### src/block_xfer_map.svh
// Register offsets, block identifier ranges, limits and timing constants
`ifndef BLOCK_XFER_MAP_SVH
`define BLOCK_XFER_MAP_SVH

`define WBUF_BASE 12'h000
`define WBUF_LAST 12'h0FC
`define CTRL_ADDR 12'h100
`define STATUS_ADDR 12'h104
`define RDHDR_ADDR 12'h108
`define CFGA_ADDR 12'h10C
`define CFGB_ADDR 12'h110

`define STAT_CONFIGURED 0
`define STAT_PORT_ERR 1
`define STAT_SYS_ERR 2
`define STAT_POLL_HELD 3

`define ID_POLL_LO 16'h0050
`define ID_POLL_HI 16'h0063
`define ID_WCMD_LO 16'h0064
`define ID_WCMD_HI 16'h0077
`define ID_DEFN_LO 16'h0078
`define ID_DEFN_HI 16'h00A0
`define ID_CONFIG 16'h00FF
`define UNCONF_MARK 16'h00FF

`define W_P1_BAUD 6'h01
`define W_P1_TMO 6'h02
`define W_P2_BAUD 6'h0B
`define W_P2_TMO 6'h0C
`define W_RD_CNT 6'h15
`define W_WR_CNT 6'h16
`define W_CMD_CNT 6'h17
`define W_ERR_PTR 6'h18
`define W_DEFN_CNT 6'h1B

`define MAX_RD_CNT 16'h0050
`define MAX_CMD_CNT 16'h0014
`define MAX_ERR_PTR 16'h0F0A
`define MAX_DEFN_CNT 16'h0028
`define BAUD_MAX_CODE 16'h0007
`define BAUD_CODE_19200 3'h6
`define BAUD_CODE_38400 3'h7
`define ERR_TBL_SPAN 16'h0083
`define CMDS_PER_BLOCK 7'h05
`define REG_WORDS 16'h0032

`define CLK_PERIOD_NS 25
`define MS_PERIOD_NS 1000000
`define TICK_CYCLES (`MS_PERIOD_NS / `CLK_PERIOD_NS)
`define TMO_DEFAULT_MS 16'h03E8

`endif

### src/block_xfer_pkg.sv
// Types shared by the block transfer decoder
package block_xfer_pkg;

  typedef enum logic [2:0] {
    BLK_NONE,
    BLK_POLL,
    BLK_WCMD,
    BLK_DEFN,
    BLK_CONFIG
  } blk_kind_e;

  typedef enum logic [0:0] {
    ST_WAIT_CFG,
    ST_RUN
  } mod_state_e;

  typedef struct packed {
    logic valid;
    blk_kind_e kind;
    logic [5:0] index;
    logic [6:0] first_cmd;
  } dispatch_s;

  typedef struct packed {
    logic [2:0] baud1;
    logic [2:0] baud2;
    logic [15:0] baud1_rate;
    logic [15:0] baud2_rate;
    logic [15:0] tmo1_ms;
    logic [15:0] tmo2_ms;
    logic [15:0] rd_cnt;
    logic [15:0] wr_cnt;
    logic [15:0] cmd_cnt;
    logic [15:0] err_ptr;
    logic [15:0] err_end;
    logic [15:0] defn_cnt;
  } config_s;

endpackage

### src/block_xfer_decoder.sv
// Host write block decoder and module configuration handler
//
// Local design decisions: the Wishbone interface to the registers and the placing of the registers.
`timescale 1ns/1ps
`include "block_xfer_map.svh"

module block_xfer_decoder
  import block_xfer_pkg::*;
#(
  parameter int TICK_CYCLES = `TICK_CYCLES
) (
  input wire logic clk_i,
  input wire logic rst_i,
  input wire logic cyc_i,
  input wire logic stb_i,
  input wire logic we_i,
  input wire logic [11:0] adr_i,
  input wire logic [3:0] sel_i,
  input wire logic [31:0] dat_i,
  output logic [31:0] dat_o,
  output logic ack_o,
  input wire logic [5:0] payload_adr_i,
  output logic [15:0] payload_dat_o,
  output dispatch_s dispatch_o,
  output config_s cfg_o,
  output logic configured_o,
  output logic port_cfg_err_o,
  output logic sys_cfg_err_o,
  output logic clear_lists_o,
  output logic start_poll_o,
  output logic cmd_list_req_o,
  output logic [15:0] defn_req_cnt_o,
  input wire logic [1:0] cmd_sent_i,
  input wire logic [1:0] reply_i,
  output logic [1:0] retransmit_o
);

  logic [15:0] wbuf_ff [0:63];
  logic submit_ff;
  mod_state_e state_ff;
  logic poll_held_ff;
  logic ack_ff;
  logic [31:0] dat_ff;
  dispatch_s disp_ff;
  config_s cfg_ff;
  logic port_err_ff;
  logic sys_err_ff;
  logic clear_ff;
  logic start_poll_ff;
  logic cmd_req_ff;
  logic [15:0] payload_ff;
  logic [15:0] tick_cnt_ff;
  logic tick_ff;
  logic [1:0] armed_ff;
  logic [15:0] ms_cnt_ff [0:1];
  logic [1:0] retx_ff;

  logic wb_req;
  logic [15:0] blk_id;
  blk_kind_e kind;
  logic [15:0] nxt_tmo1;
  logic [15:0] nxt_tmo2;
  logic port_bad;
  logic sys_bad;
  logic cfg_ok;

  function automatic blk_kind_e decode_id(input logic [15:0] id);
    if (id >= `ID_POLL_LO && id <= `ID_POLL_HI) begin
      decode_id = BLK_POLL;
    end else if (id >= `ID_WCMD_LO && id <= `ID_WCMD_HI) begin
      decode_id = BLK_WCMD;
    end else if (id >= `ID_DEFN_LO && id <= `ID_DEFN_HI) begin
      decode_id = BLK_DEFN;
    end else if (id == `ID_CONFIG) begin
      decode_id = BLK_CONFIG;
    end else begin
      decode_id = BLK_NONE;
    end
  endfunction

  function automatic logic [15:0] baud_rate(input logic [2:0] code);
    case (code)
      3'h0: baud_rate = 16'h012C;
      3'h1: baud_rate = 16'h0258;
      3'h2: baud_rate = 16'h04B0;
      3'h3: baud_rate = 16'h0960;
      3'h4: baud_rate = 16'h12C0;
      3'h5: baud_rate = 16'h2580;
      3'h6: baud_rate = 16'h4B00;
      default: baud_rate = 16'h9600;
    endcase
  endfunction

  function automatic logic [15:0] tmo_or_default(input logic [15:0] v);
    tmo_or_default = (v == 16'h0000) ? `TMO_DEFAULT_MS : v;
  endfunction

  assign wb_req = cyc_i && stb_i && !ack_ff;
  assign blk_id = wbuf_ff[0];
  assign kind = decode_id(blk_id);
  assign nxt_tmo1 = tmo_or_default(wbuf_ff[`W_P1_TMO]);
  assign nxt_tmo2 = tmo_or_default(wbuf_ff[`W_P2_TMO]);

  // Out-of-range codes are refused too, so a port never runs at an unknown rate
  assign port_bad = (wbuf_ff[`W_P1_BAUD] > `BAUD_MAX_CODE) || (wbuf_ff[`W_P2_BAUD] > `BAUD_MAX_CODE)
    || (wbuf_ff[`W_P1_BAUD][2:0] == `BAUD_CODE_19200 && wbuf_ff[`W_P2_BAUD][2:0] == `BAUD_CODE_38400)
    || (wbuf_ff[`W_P1_BAUD][2:0] == `BAUD_CODE_38400 && wbuf_ff[`W_P2_BAUD][2:0] == `BAUD_CODE_19200);
  assign sys_bad = (wbuf_ff[`W_RD_CNT] > `MAX_RD_CNT)
    || (wbuf_ff[`W_CMD_CNT] > `MAX_CMD_CNT)
    || (wbuf_ff[`W_ERR_PTR] > `MAX_ERR_PTR)
    || (wbuf_ff[`W_DEFN_CNT] > `MAX_DEFN_CNT);
  assign cfg_ok = !port_bad && !sys_bad;

  // Write buffer fill; the host stages a whole block before committing it
  always_ff @(posedge clk_i) begin
    if (wb_req && we_i && adr_i <= `WBUF_LAST && adr_i[1:0] == 2'h0) begin
      if (sel_i[0]) begin
        wbuf_ff[adr_i[7:2]][7:0] <= dat_i[7:0];
      end
      if (sel_i[1]) begin
        wbuf_ff[adr_i[7:2]][15:8] <= dat_i[15:8];
      end
    end
  end

  always_ff @(posedge clk_i) begin
    if (rst_i) begin
      submit_ff <= 1'b0;
    end else begin
      submit_ff <= wb_req && we_i && adr_i == `CTRL_ADDR;
    end
  end

  // Bus answer: one registered ack per request, unmapped reads give zero
  always_ff @(posedge clk_i) begin
    if (rst_i) begin
      ack_ff <= 1'b0;
      dat_ff <= 32'h0000_0000;
    end else begin
      ack_ff <= wb_req;
      if (wb_req && !we_i) begin
        case (adr_i)
          `STATUS_ADDR: dat_ff <= {28'h0000000, poll_held_ff, sys_err_ff, port_err_ff, state_ff == ST_RUN};
          `RDHDR_ADDR: dat_ff <= {16'h0000, (state_ff == ST_RUN) ? 16'h0000 : `UNCONF_MARK};
          `CFGA_ADDR: dat_ff <= {cfg_ff.rd_cnt, cfg_ff.err_ptr};
          `CFGB_ADDR: dat_ff <= {cfg_ff.cmd_cnt, cfg_ff.defn_cnt};
          default: begin
            if (adr_i <= `WBUF_LAST) begin
              dat_ff <= {16'h0000, wbuf_ff[adr_i[7:2]]};
            end else begin
              dat_ff <= 32'h0000_0000;
            end
          end
        endcase
      end
    end
  end

  // Waiting loop versus running
  always_ff @(posedge clk_i) begin
    if (rst_i) begin
      state_ff <= ST_WAIT_CFG;
    end else if (submit_ff && kind == BLK_CONFIG) begin
      state_ff <= cfg_ok ? ST_RUN : ST_WAIT_CFG;
    end
  end

  // Error flags re-evaluated on every config block; configuration captured only when the block passes
  always_ff @(posedge clk_i) begin
    if (rst_i) begin
      cfg_ff <= '0;
      port_err_ff <= 1'b0;
      sys_err_ff <= 1'b0;
    end else if (submit_ff && kind == BLK_CONFIG) begin
      port_err_ff <= port_bad;
      sys_err_ff <= sys_bad;
      if (cfg_ok) begin
        cfg_ff.baud1 <= wbuf_ff[`W_P1_BAUD][2:0];
        cfg_ff.baud2 <= wbuf_ff[`W_P2_BAUD][2:0];
        cfg_ff.baud1_rate <= baud_rate(wbuf_ff[`W_P1_BAUD][2:0]);
        cfg_ff.baud2_rate <= baud_rate(wbuf_ff[`W_P2_BAUD][2:0]);
        cfg_ff.tmo1_ms <= nxt_tmo1;
        cfg_ff.tmo2_ms <= nxt_tmo2;
        cfg_ff.rd_cnt <= wbuf_ff[`W_RD_CNT];
        cfg_ff.wr_cnt <= wbuf_ff[`W_WR_CNT];
        cfg_ff.cmd_cnt <= wbuf_ff[`W_CMD_CNT];
        cfg_ff.err_ptr <= wbuf_ff[`W_ERR_PTR];
        cfg_ff.err_end <= wbuf_ff[`W_ERR_PTR] + `ERR_TBL_SPAN - 16'h0001;
        cfg_ff.defn_cnt <= wbuf_ff[`W_DEFN_CNT];
      end
    end
  end

  // Any config block behaves like a power cycle for the held lists
  always_ff @(posedge clk_i) begin
    if (rst_i) begin
      clear_ff <= 1'b0;
      poll_held_ff <= 1'b0;
    end else begin
      clear_ff <= submit_ff && kind == BLK_CONFIG;
      if (submit_ff && kind == BLK_CONFIG) begin
        poll_held_ff <= 1'b0;
      end else if (submit_ff && kind == BLK_POLL && state_ff == ST_RUN) begin
        poll_held_ff <= 1'b1;
      end
    end
  end

  // Start-up choice after a good configuration
  always_ff @(posedge clk_i) begin
    if (rst_i) begin
      start_poll_ff <= 1'b0;
      cmd_req_ff <= 1'b0;
    end else begin
      start_poll_ff <= submit_ff && kind == BLK_CONFIG && cfg_ok && poll_held_ff;
      cmd_req_ff <= submit_ff && kind == BLK_CONFIG && cfg_ok && !poll_held_ff;
    end
  end

  // Dispatch of payload blocks, only once configured
  always_ff @(posedge clk_i) begin
    if (rst_i) begin
      disp_ff <= '0;
    end else begin
      disp_ff.valid <= submit_ff && state_ff == ST_RUN
        && (kind == BLK_POLL || kind == BLK_WCMD || kind == BLK_DEFN);
      disp_ff.kind <= kind;
      case (kind)
        BLK_POLL: disp_ff.index <= 6'(blk_id - `ID_POLL_LO);
        BLK_WCMD: disp_ff.index <= 6'(blk_id - `ID_WCMD_LO);
        BLK_DEFN: disp_ff.index <= 6'(blk_id - `ID_DEFN_LO);
        default: disp_ff.index <= 6'h00;
      endcase
      disp_ff.first_cmd <= 7'(blk_id - `ID_POLL_LO) * `CMDS_PER_BLOCK + 7'h01;
    end
  end

  always_ff @(posedge clk_i) begin
    if (rst_i) begin
      payload_ff <= 16'h0000;
    end else begin
      payload_ff <= wbuf_ff[payload_adr_i];
    end
  end

  // 1 ms enable from the 40 MHz clock
  always_ff @(posedge clk_i) begin
    if (rst_i) begin
      tick_cnt_ff <= 16'h0000;
      tick_ff <= 1'b0;
    end else if (tick_cnt_ff == 16'(TICK_CYCLES - 1)) begin
      tick_cnt_ff <= 16'h0000;
      tick_ff <= 1'b1;
    end else begin
      tick_cnt_ff <= tick_cnt_ff + 16'h0001;
      tick_ff <= 1'b0;
    end
  end

  // Response timers; first ms may be short by up to one tick period
  always_ff @(posedge clk_i) begin
    if (rst_i) begin
      armed_ff <= 2'b00;
      retx_ff <= 2'b00;
      ms_cnt_ff[0] <= 16'h0000;
      ms_cnt_ff[1] <= 16'h0000;
    end else begin
      for (int p = 0; p < 2; p++) begin
        retx_ff[p] <= 1'b0;
        if (reply_i[p] || state_ff != ST_RUN) begin
          armed_ff[p] <= 1'b0;
        end else if (cmd_sent_i[p]) begin
          armed_ff[p] <= 1'b1;
          ms_cnt_ff[p] <= 16'h0000;
        end else if (armed_ff[p] && tick_ff) begin
          if (ms_cnt_ff[p] + 16'h0001 >= ((p == 0) ? cfg_ff.tmo1_ms : cfg_ff.tmo2_ms)) begin
            retx_ff[p] <= 1'b1;
            armed_ff[p] <= 1'b0;
          end else begin
            ms_cnt_ff[p] <= ms_cnt_ff[p] + 16'h0001;
          end
        end
      end
    end
  end

  assign dat_o = dat_ff;
  assign ack_o = ack_ff;
  assign payload_dat_o = payload_ff;
  assign dispatch_o = disp_ff;
  assign cfg_o = cfg_ff;
  assign configured_o = state_ff == ST_RUN;
  assign port_cfg_err_o = port_err_ff;
  assign sys_cfg_err_o = sys_err_ff;
  assign clear_lists_o = clear_ff;
  assign start_poll_o = start_poll_ff;
  assign cmd_list_req_o = cmd_req_ff;
  assign defn_req_cnt_o = cfg_ff.defn_cnt;
  assign retransmit_o = retx_ff;
endmodule

### config.mk
export PLATFORM = sky130hd
export DESIGN_NAME = block_xfer_decoder
export DESIGN_NICKNAME = d
export VERILOG_FILES = /design/src/block_xfer_pkg.sv /design/src/block_xfer_decoder.sv
export VERILOG_INCLUDE_DIRS = /design/src
export SDC_FILE = /design/constraint.sdc
export NUM_CORES = 2
export LEC_CHECK = 0
export BUFFER_PORTS_ARGS = -buffer_cell sky130_fd_sc_hd__buf_2
export CAP_MARGIN = 20
export CORE_MARGIN = 2
export CORE_UTILIZATION = 40
export DETAILED_ROUTE_END_ITERATION = 7
export HOLD_SLACK_MARGIN = 0.03
export PLACE_DENSITY_LB_ADDON = 0.1
export SLEW_MARGIN = 25
export SYNTH_ARGS = -nofsm -noshare
export SYNTH_HDL_FRONTEND = slang
export SYNTH_SLANG_ARGS = --single-unit
### constraint.sdc
create_clock -name clk_i -period 6.3 [get_ports clk_i]
set_clock_uncertainty 0.05 [all_clocks]
set_input_delay 1.26 -clock clk_i [delete_from_list [all_inputs] [get_ports clk_i]]
set_output_delay 1.26 -clock clk_i [all_outputs]
set_load 0.1 [all_outputs]
==> run summary <==
run status = finished, final reports clean
layout cells sized above 1 = 28.3%
share of Yosys cell area claimed by the top area cell type = 52.2%
H-tree levels = 4
Ys Warns = 0
main flop type after synthesis = edfxtp_1
routed via count = 40500
Worst Setup End Kind = flip-flop
setup TNS = 0 ns
fin. max-slew vios = 0
highest net fanout along the worst path = 8
worst setup margin = 1.98 ns
total grt overflow = 0
DRC viols = 0
Core ar. = 151000 sq um
Die Wd = 394 microns
CTS Root Cell = clkbuf_16
period utilisation layout = 68.5%
FFs w/ async S/R, synth = 0%
hold path startpoint = cfg_o[148]
Crit. Startpoint = adr_i[8]
Syn Area/Cell = 15.4 sq um
Peak supply drop = 0.297 mV
Setup Crit Path Kind = input pin to flip-flop
setup bufs post-CTS = 0
worst r2r dst = cfg_o[75]
leakage power = 0.0232 uW
Via density = 6.34
CP cell instances = buf_2, or4_1, nor4_1, and2_1, nand2_1, nor2_1
Bufs and invs on worst path = 1
TritonCTS Sinks = 1312
Setup WS pre-CTS = 1.24 ns
Area Overhead vs Synth = 14.6%
CTS tree = done
most common cell after layout, fill and taps aside = edfxtp_1
Distinct cells, synth = 79
mapped cell area = 60800 sq um
CP peak stage delay = 0.85 ns
total power per unit cell area = 283 nW/um^2
mux share of post-synthesis cell area = 21.0%
Hold Buf Count CTS = 0
Slowest cell on crit path = and2_1
Total GRT Usage = 29.1%
# setup viols final = 0
Critical Path Stages = 6
Post-Route WL = 229000 microns
FF+latch area = 36800 sq um
DRT iter0 DRCs = 5513
WP data required = 6.66 ns
Initial Util = 40.2%
TritonCTS buffer count = 148
number of core rows = 143
unrepaired setup endpoints after global routing = false
Final Util = 46.0%
Worst Max-Slew Pin Slew = 1.27 ns
share of the yosys chip area belonging to registers = 60.6%
Crit path max-delay family = simple AND/OR/NAND/NOR gates
vias in the first global route = 38600
die height = 394 microns
dominant cells by area after synthesis = edfxtp_1 52%, mux4_2 20%, dfxtp_1 8.4%
CTS max path bufs = 3
Hold Crit Class = flip-flop to flip-flop
reg-to-reg setup timing slack = 2.14 ns
largest family of logic cells by synthesized area = multiplexers
adder-cell area share of the yosys netlist = 1.17%
Nets = 4360
fmax = 232 MHz
Post-synth EDFFs = 1056
Placer Congestion = 0.934
xor-xnor portion of the synthesized cell area = 0.951%
largest net degree at the start of global routing = 105
commonest non-fill, non-tap cells in the layout = 1056 x edfxtp_1, 527 x mux4_2, 304 x nor2_1, 297 x nand2_1, 286 x buf_2
post-synth top area cell = edfxtp_1
CP endpoint = wbuf_ff[16][11]
#FFs+latches synth = 1312
first-pass GRT wire length = 316000 microns
FILL cells = 13400
MaxCap Viol Count = 0
initial antenna violation count = 12
Total Power = 19700 uW
final hold vios = 0
I/O Buffers = 296
routed length per placed instance = 35.7 microns
HPWL after DPL = 159000 microns
multi-input combinational cell area = 22400 sq um
synthesized instance count = 3945
Routed Antenna Nets = 0
Ports = 319
Die ar. = 155000 sq um
WP data arrival = 4.67 ns
compound-gate portion of the synthesized area = 5.32%
Simple-Gate Fraction of Synth Area = 8.15%
crit start category = input pin
reg2reg start = wbuf_ff[21][7]
DR pass1 iterations = 6
Clk pin slew, worst setup/hold paths = 0.06 ns
worst-skew pair later-pin latency = 0.80 ns
Slew HR = 15.0%
WHS Path Cells = 2
# resized after CTS = 0
depth of the worst register-to-register path = 7
Final min period = 4.32 ns
## worst register-to-register path, delay by kind of cell, from the launching register on
| family | cells | cell delay (ns) |
|---|---|---|
| buffers and inverters | 1 | 0.44 |
| flip-flops | 1 | 0.54 |
| AND/OR/NAND/NOR | 4 | 1.90 |
| AO/OA/AOI/OAI | 2 | 1.14 |
## metrics by stage
stage          cells  hold WS (ns)  cell area, sq um
2_1_floorplan   3948         0.380             60800
3_3_place_gp    6119         0.381             64700
3_5_place_dp    6119         0.391             64700
4_1_cts         6391         0.399             69600
5_1_grt         6392         0.414             69700
6_report        6398         0.399             69700
## where the power goes
part	leakage, uW	total, uW	internal (uW)	switching, uW
clock	0.00238	8790	5120	3670
combinational	0.00922	1530	491	1040
sequential	0.0116	9380	9370	11.8
total	0.0232	19700	15000	4720
## cell usage after synthesis (13+ instances only)
library cell  count
edfxtp_1       1056
mux4_2          527
nor2_1          305
nand2_1         303
dfxtp_1         256
a21oi_1         151
clkbuf_1        132
nand3_1          98
a22oi_1          94
buf_2            88
mux2i_1          80
and3_1           68
buf_4            57
ha_1             57
o21ai_0          57
inv_1            56
nor3_1           40
xnor2_1          40
nand4_1          38
and2_1           36
nor4_1           36
a211oi_1         34
nor2b_1          33
o22ai_1          27
xor2_1           26
buf_1            22
nor3b_1          21
a21boi_0         16
a31oi_1          16
a221oi_1         13
## cell type report
| cell class | count | share of cell area [%] |
|---|---|---|
| clock buffer | 201 | 6.06 |
| sequential | 1312 | 52.9 |
| antenna | 6 | 0.0215 |
| tap | 2030 | 3.64 |
| clock inverter | 71 | 0.984 |
| timing repair buffer | 443 | 4.00 |
| multi-input combinational | 2277 | 32.1 |
| inverter | 58 | 0.312 |
## sequential cells by signal (all words and copies together) (netlist names), 16 cells and up
name            flops
payload_dat_o      16
ms_cnt_ff          32
dat_o              32
dispatch_o         17
wbuf_ff          1024
tick_cnt_ff        16
cfg_o             145
defn_req_cnt_o     16
## kinds of logic after synthesis
| kind of cell | after synthesis |
|---|---|
| muxes | 618 |
| and+or+nand+nor | 1040 |
| xor gates and xnor gates | 66 |
| adders and majority gates | 57 |
| other | 1 |
| buffers and inverters | 359 |
| AOI/OAI and AO/OA | 492 |
| DFF | 1312 |
## per-layer routing
layer  wire length, microns  GRT usage, %  up-vias
met2                 101000          43.0     2333
met4                   8520          10.5       12
met3                  23200          6.82      384
li1                       -             -    16400
met1                  95400          42.0    21400
met5                     70             0        -
## worst min path at each step
stage | endpoint | slack (ns)
2_1_floorplan | tick_cnt_ff[0] | 0.38
3_3_place_gp | ack_o | 0.38
3_5_place_dp | cfg_o[147] | 0.39
4_1_cts | cfg_o[147] | 0.40
5_1_grt | cfg_o[147] | 0.41
6_report | cfg_o[148] | 0.40
(Power assumes the default switching activity.)
